$ cat src/hdl/nct_pkg.sv
package nct_pkg;

   localparam int unsigned NCT_DIV_W = 8;
   localparam int unsigned NCT_OPC_W = 17;
   localparam int unsigned NCT_BUS_W = 16;
   localparam int unsigned NCT_SEC_W = 6;
   localparam int unsigned NCT_PEC_W = 20;
   localparam logic [NCT_DIV_W-1:0] NCT_DIV_RST = 8'h28;

   typedef enum logic [3:0] {
      NCT_CMD_EV_ALL   = 4'h0,
      NCT_CMD_EV_PBLK  = 4'h1,
      NCT_CMD_EV_DBLK  = 4'h2,
      NCT_CMD_EV_PSEC  = 4'h3,
      NCT_CMD_EV_DSEC  = 4'h4,
      NCT_CMD_VFY_KEY  = 4'h5,
      NCT_CMD_MRG_USR  = 4'h6,
      NCT_CMD_MRG_FAC  = 4'h7,
      NCT_CMD_PGM_P4   = 4'h8,
      NCT_CMD_ERS_ALL  = 4'h9,
      NCT_CMD_ERS_PBLK = 4'ha,
      NCT_CMD_ERS_DBLK = 4'hb,
      NCT_CMD_ERS_PSEC = 4'hc,
      NCT_CMD_PGM_D1   = 4'hd,
      NCT_CMD_PGM_D2   = 4'he,
      NCT_CMD_PGM_D3   = 4'hf
   } nct_cmd_t;

   typedef struct packed {
      nct_cmd_t             cmd;
      logic                 four_words;
      logic [NCT_SEC_W-1:0] sector;
   } nct_req_t;

   typedef struct packed {
      logic [NCT_OPC_W-1:0] op_cycles;
      logic [NCT_BUS_W-1:0] bus_cycles;
   } nct_cost_t;

   localparam logic [NCT_BUS_W-1:0] NCT_BUS_EV_ALL   = 16'h8a38;
   localparam logic [NCT_BUS_W-1:0] NCT_BUS_EV_PBLK  = 16'h8239;
   localparam logic [NCT_BUS_W-1:0] NCT_BUS_EV_DBLK  = 16'h0a0d;
   localparam logic [NCT_BUS_W-1:0] NCT_BUS_EV_PSEC  = 16'h01f9;
   localparam logic [NCT_BUS_W-1:0] NCT_BUS_EV_DSEC  = 16'h0247;
   localparam logic [NCT_BUS_W-1:0] NCT_BUS_VFY_KEY  = 16'h0203;
   localparam logic [NCT_BUS_W-1:0] NCT_BUS_MRG_USR  = 16'h01ab;
   localparam logic [NCT_BUS_W-1:0] NCT_BUS_MRG_FAC  = 16'h01b4;
   localparam logic [NCT_BUS_W-1:0] NCT_BUS_PGM_P4   = 16'h0c05;
   localparam logic [NCT_BUS_W-1:0] NCT_BUS_ERS_ALL  = 16'h8bbd;
   localparam logic [NCT_BUS_W-1:0] NCT_BUS_ERS_PBLK = 16'h833c;
   localparam logic [NCT_BUS_W-1:0] NCT_BUS_ERS_DBLK = 16'h0b4f;
   localparam logic [NCT_BUS_W-1:0] NCT_BUS_ERS_PSEC = 16'h0392;
   localparam logic [NCT_BUS_W-1:0] NCT_BUS_PGM_D1   = 16'h0679;
   localparam logic [NCT_BUS_W-1:0] NCT_BUS_PGM_D2   = 16'h0a64;
   localparam logic [NCT_BUS_W-1:0] NCT_BUS_PGM_D3   = 16'h0e4f;
   localparam logic [NCT_BUS_W-1:0] NCT_BUS_PGM_D4   = 16'h123a;

   localparam logic [NCT_OPC_W-1:0] NCT_OPC_NONE     = 17'h00000;
   localparam logic [NCT_OPC_W-1:0] NCT_OPC_PGM_P4   = 17'h000a4;
   localparam logic [NCT_OPC_W-1:0] NCT_OPC_ERS_ALL  = 17'h186e2;
   localparam logic [NCT_OPC_W-1:0] NCT_OPC_ERS_BLK  = 17'h186dc;
   localparam logic [NCT_OPC_W-1:0] NCT_OPC_ERS_PSEC = 17'h04e2f;
   localparam logic [NCT_OPC_W-1:0] NCT_OPC_PGM_D1   = 17'h00044;
   localparam logic [NCT_OPC_W-1:0] NCT_OPC_PGM_D2   = 17'h00088;
   localparam logic [NCT_OPC_W-1:0] NCT_OPC_PGM_D3   = 17'h000cc;
   localparam logic [NCT_OPC_W-1:0] NCT_OPC_PGM_D4   = 17'h00110;

endpackage : nct_pkg

$ cat src/hdl/nct_op_clock.sv
`timescale 1ns/1ps
`default_nettype none
module nct_op_clock
   import nct_pkg::*;
(
   input  wire logic                 clock,
   input  wire logic                 rst,
   input  wire logic [NCT_DIV_W-1:0] divider,
   output logic                      op_tick
);
   logic [NCT_DIV_W-1:0] cnt_q;

   // one tick every divider bus cycles; 0 treated as 1, the rate is never checked
   always_ff @(posedge clock) begin
      if (rst) begin
         cnt_q   <= '0;
         op_tick <= 1'b0;
      end else if (cnt_q + 8'h01 >= divider) begin
         cnt_q   <= '0;
         op_tick <= 1'b1;
      end else begin
         cnt_q   <= cnt_q + 8'h01;
         op_tick <= 1'b0;
      end
   end
endmodule : nct_op_clock
`default_nettype wire

$ cat src/hdl/nct_pe_counter.sv
`timescale 1ns/1ps
`default_nettype none
module nct_pe_counter
   import nct_pkg::*;
#(
   parameter int unsigned SECTORS = 64
) (
   input  wire logic                 clock,
   input  wire logic                 rst,
   input  wire logic                 erase_sector,
   input  wire logic                 erase_all,
   input  wire logic [NCT_SEC_W-1:0] sector,
   input  wire logic [NCT_SEC_W-1:0] read_sector,
   output logic      [NCT_PEC_W-1:0] read_count
);
   logic [NCT_PEC_W-1:0] count_q [SECTORS];

   // a mass erase counts as one cycle on every sector
   generate
      for (genvar s = 0; s < SECTORS; s++) begin : g_sec
         always_ff @(posedge clock) begin
            if (rst) begin
               count_q[s] <= '0;
            end else if (erase_all ||
                         (erase_sector && sector == NCT_SEC_W'(s))) begin
               count_q[s] <= count_q[s] + 20'h00001;
            end
         end
      end
   endgenerate

   always_ff @(posedge clock) begin
      if (rst) begin
         read_count <= '0;
      end else begin
         read_count <= count_q[read_sector];
      end
   end
endmodule : nct_pe_counter
`default_nettype wire

$ cat src/hdl/nct_sequencer.sv
`timescale 1ns/1ps
`default_nettype none
module nct_sequencer
   import nct_pkg::*;
#(
   parameter int unsigned SECTORS = 64
) (
   input  wire logic                 clock,
   input  wire logic                 rst,
   input  wire logic [NCT_DIV_W-1:0] nvm_clock_divider_reg,
   input  wire logic                 cmd_valid,
   input  wire nct_req_t             cmd_req,
   output logic                      cmd_ready,
   output logic                      busy,
   output logic                      done,
   output nct_cmd_t                  done_cmd,
   input  wire logic [NCT_SEC_W-1:0] pe_read_sector,
   output logic      [NCT_PEC_W-1:0] pe_read_count
);

   ////////////////////////////////////////////////////////////////////////////
   // cost lookup

   function automatic nct_cost_t cost_of(input nct_req_t r);
      nct_cost_t c;
      c.op_cycles  = NCT_OPC_NONE;
      c.bus_cycles = '0;
      unique case (r.cmd)
         NCT_CMD_EV_ALL:   c.bus_cycles = NCT_BUS_EV_ALL;
         NCT_CMD_EV_PBLK:  c.bus_cycles = NCT_BUS_EV_PBLK;
         NCT_CMD_EV_DBLK:  c.bus_cycles = NCT_BUS_EV_DBLK;
         NCT_CMD_EV_PSEC:  c.bus_cycles = NCT_BUS_EV_PSEC;
         NCT_CMD_EV_DSEC:  c.bus_cycles = NCT_BUS_EV_DSEC;
         NCT_CMD_VFY_KEY:  c.bus_cycles = NCT_BUS_VFY_KEY;
         NCT_CMD_MRG_USR:  c.bus_cycles = NCT_BUS_MRG_USR;
         NCT_CMD_MRG_FAC:  c.bus_cycles = NCT_BUS_MRG_FAC;
         NCT_CMD_PGM_P4: begin
            c.op_cycles  = NCT_OPC_PGM_P4;
            c.bus_cycles = NCT_BUS_PGM_P4;
         end
         NCT_CMD_ERS_ALL: begin
            c.op_cycles  = NCT_OPC_ERS_ALL;
            c.bus_cycles = NCT_BUS_ERS_ALL;
         end
         NCT_CMD_ERS_PBLK: begin
            c.op_cycles  = NCT_OPC_ERS_BLK;
            c.bus_cycles = NCT_BUS_ERS_PBLK;
         end
         NCT_CMD_ERS_DBLK: begin
            c.op_cycles  = NCT_OPC_ERS_BLK;
            c.bus_cycles = NCT_BUS_ERS_DBLK;
         end
         NCT_CMD_ERS_PSEC: begin
            c.op_cycles  = NCT_OPC_ERS_PSEC;
            c.bus_cycles = NCT_BUS_ERS_PSEC;
         end
         NCT_CMD_PGM_D1: begin
            c.op_cycles  = NCT_OPC_PGM_D1;
            c.bus_cycles = NCT_BUS_PGM_D1;
         end
         NCT_CMD_PGM_D2: begin
            c.op_cycles  = NCT_OPC_PGM_D2;
            c.bus_cycles = NCT_BUS_PGM_D2;
         end
         NCT_CMD_PGM_D3: begin
            // four eeprom words share this code with the four-word flag
            if (r.four_words) begin
               c.op_cycles  = NCT_OPC_PGM_D4;
               c.bus_cycles = NCT_BUS_PGM_D4;
            end else begin
               c.op_cycles  = NCT_OPC_PGM_D3;
               c.bus_cycles = NCT_BUS_PGM_D3;
            end
         end
      endcase
      return c;
   endfunction : cost_of

   ////////////////////////////////////////////////////////////////////////////
   // operation time base

   logic op_tick;

   nct_op_clock u_op_clock (
      .clock   (clock),
      .rst     (rst),
      .divider (nvm_clock_divider_reg),
      .op_tick (op_tick)
   );

   ////////////////////////////////////////////////////////////////////////////
   // command state

   typedef enum logic [0:0] {
      NCT_IDLE = 1'b0,
      NCT_RUN  = 1'b1
   } nct_state_t;

   nct_state_t           state_q;
   nct_req_t             req_q;
   logic [NCT_OPC_W-1:0] op_left_q;
   logic [NCT_BUS_W-1:0] bus_left_q;
   logic                 launch;
   logic                 finish;
   nct_cost_t            cost;

   assign cost      = cost_of(cmd_req);
   assign cmd_ready = (state_q == NCT_IDLE);
   assign launch    = cmd_valid && cmd_ready;
   // both counts must reach zero; the bus count ends on its last cycle
   assign finish    = (state_q == NCT_RUN) && (op_left_q == '0) &&
                      (bus_left_q <= 16'h0001);

   always_ff @(posedge clock) begin
      if (rst) begin
         state_q <= NCT_IDLE;
      end else begin
         unique case (state_q)
            NCT_IDLE: if (launch) state_q <= NCT_RUN;
            NCT_RUN:  if (finish) state_q <= NCT_IDLE;
         endcase
      end
   end

   always_ff @(posedge clock) begin
      if (rst) begin
         req_q <= '0;
      end else if (launch) begin
         req_q <= cmd_req;
      end
   end

   // the two counts run side by side; sequential operation would be longer
   // than the printed figures at a 1 MHz operation clock
   always_ff @(posedge clock) begin
      if (rst) begin
         op_left_q <= '0;
      end else if (launch) begin
         op_left_q <= cost.op_cycles;
      end else if (op_tick && op_left_q != '0) begin
         op_left_q <= op_left_q - 17'h00001;
      end
   end

   always_ff @(posedge clock) begin
      if (rst) begin
         bus_left_q <= '0;
      end else if (launch) begin
         bus_left_q <= cost.bus_cycles;
      end else if (bus_left_q != '0) begin
         bus_left_q <= bus_left_q - 16'h0001;
      end
   end

   always_ff @(posedge clock) begin
      if (rst) begin
         busy     <= 1'b0;
         done     <= 1'b0;
         done_cmd <= NCT_CMD_EV_ALL;
      end else begin
         busy <= launch || (busy && !finish);
         done <= finish;
         if (finish) done_cmd <= req_q.cmd;
      end
   end

   ////////////////////////////////////////////////////////////////////////////
   // program/erase cycle counts

   logic ers_sec;
   logic ers_all;

   assign ers_sec = finish && req_q.cmd == NCT_CMD_ERS_PSEC;
   assign ers_all = finish && (req_q.cmd == NCT_CMD_ERS_ALL ||
                               req_q.cmd == NCT_CMD_ERS_PBLK);

   nct_pe_counter #(
      .SECTORS (SECTORS)
   ) u_pe_counter (
      .clock        (clock),
      .rst          (rst),
      .erase_sector (ers_sec),
      .erase_all    (ers_all),
      .sector       (req_q.sector),
      .read_sector  (pe_read_sector),
      .read_count   (pe_read_count)
   );

endmodule : nct_sequencer
`default_nettype wire
$ cat config.mk
export PLATFORM = sky130hd
export DESIGN_NAME = nct_sequencer
export DESIGN_NICKNAME = d
export VERILOG_FILES = /design/src/hdl/nct_pkg.sv /design/src/hdl/nct_op_clock.sv /design/src/hdl/nct_pe_counter.sv /design/src/hdl/nct_sequencer.sv
export SDC_FILE = /design/constraint.sdc
export NUM_CORES = 2
export LEC_CHECK = 0
export BUFFER_PORTS_ARGS = -buffer_cell sky130_fd_sc_hd__buf_2
export CAP_MARGIN = 20
export CORE_UTILIZATION = 31
export DETAILED_ROUTE_END_ITERATION = 10
export SYNTH_ARGS = -nofsm -noshare
export SYNTH_HDL_FRONTEND = slang
export SYNTH_HIERARCHICAL = 1
export SYNTH_SLANG_ARGS = --single-unit
$ cat constraint.sdc
create_clock -name clock -period 12.1 [get_ports clock]
set_input_delay 1.21 -clock clock [delete_from_list [all_inputs] [get_ports clock]]
set_output_delay 1.21 -clock clock [all_outputs]
set_load 0.05 [all_outputs]
==> run summary <==
======================================================================================================
Cell count after synthesis ..............................................................         7492
Drc violations ..........................................................................            0
Kind of launch point of the worst setup path ............................................    flip-flop
Leading cell types in the layout, fill and taps excluded ................................ nor2_1 (1437), edfxtp_1 (1280), xnor2_1 (581), xor2_1 (486), nand3_1 (431)
Yosys warns .............................................................................            6
Count of input and output buffers .......................................................           54
First-pass iteration count of the detailed router .......................................            6
Peak supply drop ........................................................................       152 uV
Number of setup violations in the final report ..........................................            0
Worst skew pair latency .................................................................      0.82 ns
Average footprint of a synthesized cell .................................................   10.8 sq um
Number of DRC markers after the initial detailed-route iteration ........................         7600
Family of cells with the greatest summed delay on the critical path ..................... buffers and inverters
Internal Pwr Total ......................................................................      8.26 mW
Synthesized area ........................................................................ 0.0809 sq mm
Clock transition at the register clock pins on the worst setup and hold paths after CTS .      0.06 ns
Flip-flop cell with the highest count after synthesis ...................................     edfxtp_1
Maximum number of pins on one net before global-route repair ............................          136
Most common library cell in the layout ignoring fill and taps ...........................       nor2_1
Net switching share of the total power ..................................................        26.0%
Transition time at the pin with the least slew margin ...................................      1.19 ns
Net count after synthesis ...............................................................         7598
Setup crit end kind .....................................................................    flip-flop
CTS tree ................................................................................        built
Core region area ........................................................................  0.259 sq mm
Share of synthesized registers carrying an async set or reset ...........................           0%
Routed len/inst ......................................................................... 22.6 microns
Growth of design area from synthesis to finish ..........................................        11.3%
Largest clock skew in the final design ..................................................    0.0663 ns
First-pass GRT wire length .............................................................. 369000 microns
Hold violation count in the final report ................................................            0
Slowest cell on the critical path .......................................................       nor4_1
Die area ................................................................................  0.263 sq mm
Final setup TNS .........................................................................         0 ns
Unrepaired setup endpoints after global routing .........................................           no
Overflow left after global routing ......................................................            0
Global-route usage over all layers ......................................................        18.3%
Buf+Inv Stages, Crit Path ...............................................................            5
Data required time at the worst endpoint ................................................     12.58 ns
CTS max path bufs .......................................................................            3
Vias in the first global route ..........................................................        56383
Power density over the cells ............................................................  124 mW/mm^2
TritonCTS sink count ....................................................................         1359
Chain of cells forming the critical path ................................................ inv_1, ha_1, nor4b_2, nand4_2, nor4_1, nand2_1, nor3_2, buf_12, nor2_4, buf_4, buf_4, o21ai_1, buf_4
Fraction of layout cells with a size suffix above 1 .....................................        10.8%
Initial antenna violation count .........................................................           14
Residual antenna-violating net count after detailed routing .............................            0
Setup repair bufs after CTS .............................................................            0
Static leakage ..........................................................................      28.6 nW
Number of slew-limit violations in the final report .....................................            0
Number of flops mapped to enable cells by yosys .........................................         1280
Category of the critical setup timing path .............................................. flip-flop to flip-flop
Floorplan die height ....................................................................  513 microns
Site row count ..........................................................................          187
Relative contribution of the clock network to total power ...............................        41.6%
Worst EP arrival ........................................................................      5.48 ns
CTS Buf Count ...........................................................................          153
Half-perimeter wire length after detailed placement ..................................... 180000 microns
Initial Util ............................................................................        31.2%
Sequential area share after synthesis ...................................................        49.5%
Number of standard cells in the final layout excluding fillers ..........................        11016
Synth cell types ........................................................................           87
Result of the run .......................................................................    completed
Relative max-transition margin ..........................................................        20.9%
Count of pins on the block boundary .....................................................           55
Flop and latch count out of synthesis ...................................................         1359
# hold bufs at CTS ......................................................................            0
Number of violations of the max-capacitance limit .......................................            0
Maximum fanout along the worst path .....................................................           65
Worst min-delay path category ........................................................... flip-flop to flip-flop
Routability congestion estimate from global placement ...................................        0.992
Cell occurring most often along the worst timing path ...................................        buf_4
Nets ....................................................................................         7592
Met2 wire length ........................................................................ 110000 microns
Horizontal die dimension ................................................................  513 microns
Final worst-path cycle share ............................................................        41.3%
Post-DR vias/cell .......................................................................         5.55
Metal3 WL ............................................................................... 24500 microns
Gate power share ........................................................................         8.1%
Uppermost signal routing layer after detailed routing ...................................         met5
Total placed cells including tap cells ..................................................        10711
Vias after detailed routing .............................................................        61142
Time the final worst path needs with I/O delays and setup ...............................      5.00 ns
Seq pwr share ...........................................................................        50.3%
Maximum operating frequency .............................................................      200 MHz
Total wirelength of the detailed-routed design .......................................... 249000 microns
Switching power .........................................................................      2.90 mW
H-tree depth reported by CTS ............................................................            4
Wire length the detailed router placed on met1 .......................................... 104000 microns
Final Core Density ......................................................................        34.7%
Stage delay of the slowest cell on the critical path ....................................      0.48 ns
Clk Tree Root Cell ......................................................................    clkbuf_16
Resized Gates After CTS .................................................................            0
Pwr Total ...............................................................................      11.2 mW
======================================================================================================
[worst register-to-register path, stage by stage (launching register included)]
cell and delay (ns):
dfxtp_1 0.35, inv_1 0.10, ha_1 0.16, nor4b_2 0.35, nand4_2 0.27, nor4_1 0.48
nand2_1 0.20, nor3_2 0.26, buf_12 0.46, nor2_4 0.33, buf_4 0.48, buf_4 0.51
o21ai_1 0.38, buf_4 0.36
[routing by layer]
| metal | vias to the layer above | track usage, % |
|---|---|---|
| met5 | - | 0 |
| met4 | 6 | 7.16 |
| met3 | 462 | 3.78 |
| met2 | 2870 | 27.8 |
| met1 | 30378 | 25.5 |
| li1 | 27426 | - |
[final timing paths]
| path | from | endpoint | slack, ns | cells past startpoint |
|---|---|---|---|---|
| hold / removal | req_q[10] | req_q[10] | 0.48 | 2 |
| setup reg to reg | op_left_q[0] | u_pe_counter/count_q[38][5] | 7.10 | 13 |
| hold reg to reg | req_q[10] | req_q[10] | 0.48 | 2 |
| setup / recovery | op_left_q[0] | u_pe_counter/count_q[38][5] | 7.10 | 13 |
[per-stage QoR]
stage,hold slack [ns],worst slack [ns],instance area (sq um)
3_5_place_dp,0.452,6.89,84900
3_3_place_gp,0.451,6.95,84900
6_report,0.475,7.10,90100
2_1_floorplan,0.437,7.56,80900
5_1_grt,0.490,6.89,90100
4_1_cts,0.466,7.16,89800
[cell type report]
cell class | instances | area (sq um)
diodes | 4 | 10.0
well taps | 3402 | 4260
flip-flops and latches | 1359 | 40000
fillers | 25563 | 169000
clock buffers | 191 | 3990
multi-input cells | 5580 | 38700
clock inverters | 88 | 893
inverters | 213 | 800
repair buffers | 179 | 1430
[cell usage after synthesis (all sizes together) (87+ instances only)]
cell type / n / area share, %
buf: 102 / 0.99
nor2: 1438 / 6.7
inv: 212 / 0.98
nand4: 237 / 1.8
or3: 131 / 1.0
a21oi: 192 / 1.2
and3: 156 / 1.2
nor3: 199 / 1.2
mux4: 294 / 8.3
mux2i: 87 / 1.1
nand2: 387 / 1.8
nand3: 432 / 2.7
xnor2: 581 / 6.3
xor2: 486 / 5.3
clkbuf: 238 / 1.1
nor4: 96 / 0.79
edfxtp: 1280 / 48
and4: 96 / 1.0
o21ai: 247 / 1.5
[kinds of logic (layout without fill, tap and decap cells)]
| kind of cell | after synthesis | in the layout | share of synthesized area (%) |
|---|---|---|---|
| simple gates | 3344 | 3344 | 19.8 |
| flops | 1359 | 1359 | 49.5 |
| xor+xnor | 1067 | 1067 | 11.5 |
| compound gates | 664 | 664 | 4.88 |
| buf+inv | 553 | 671 | 3.08 |
| mux | 427 | 427 | 9.97 |
| fa+ha+maj | 78 | 78 | 1.21 |
| other cells | 0 | 4 | 0 |
[power groups by stage]
stage,clock (mW),combinational (mW),sequential (mW)
after floorplan,0,0.618,5.58
after global placement,0,0.870,5.69
after detailed placement,0,0.881,5.70
after CTS,4.73,0.887,5.60
after global routing,4.90,0.959,5.62
final,4.64,0.906,5.61
[sequential cells by signal, summed over array words and instances (netlist names)]
register	cells
u_pe_counter/count_q	1280
u_pe_counter/read_count	20
done_cmd	4
req_q	10
busy	1
done	1
state_q	1
bus_left_q	16
u_op_clock/cnt_q	8
op_left_q	17
u_op_clock/op_tick	1
Note: power is estimated with default switching activity, not from simulation.
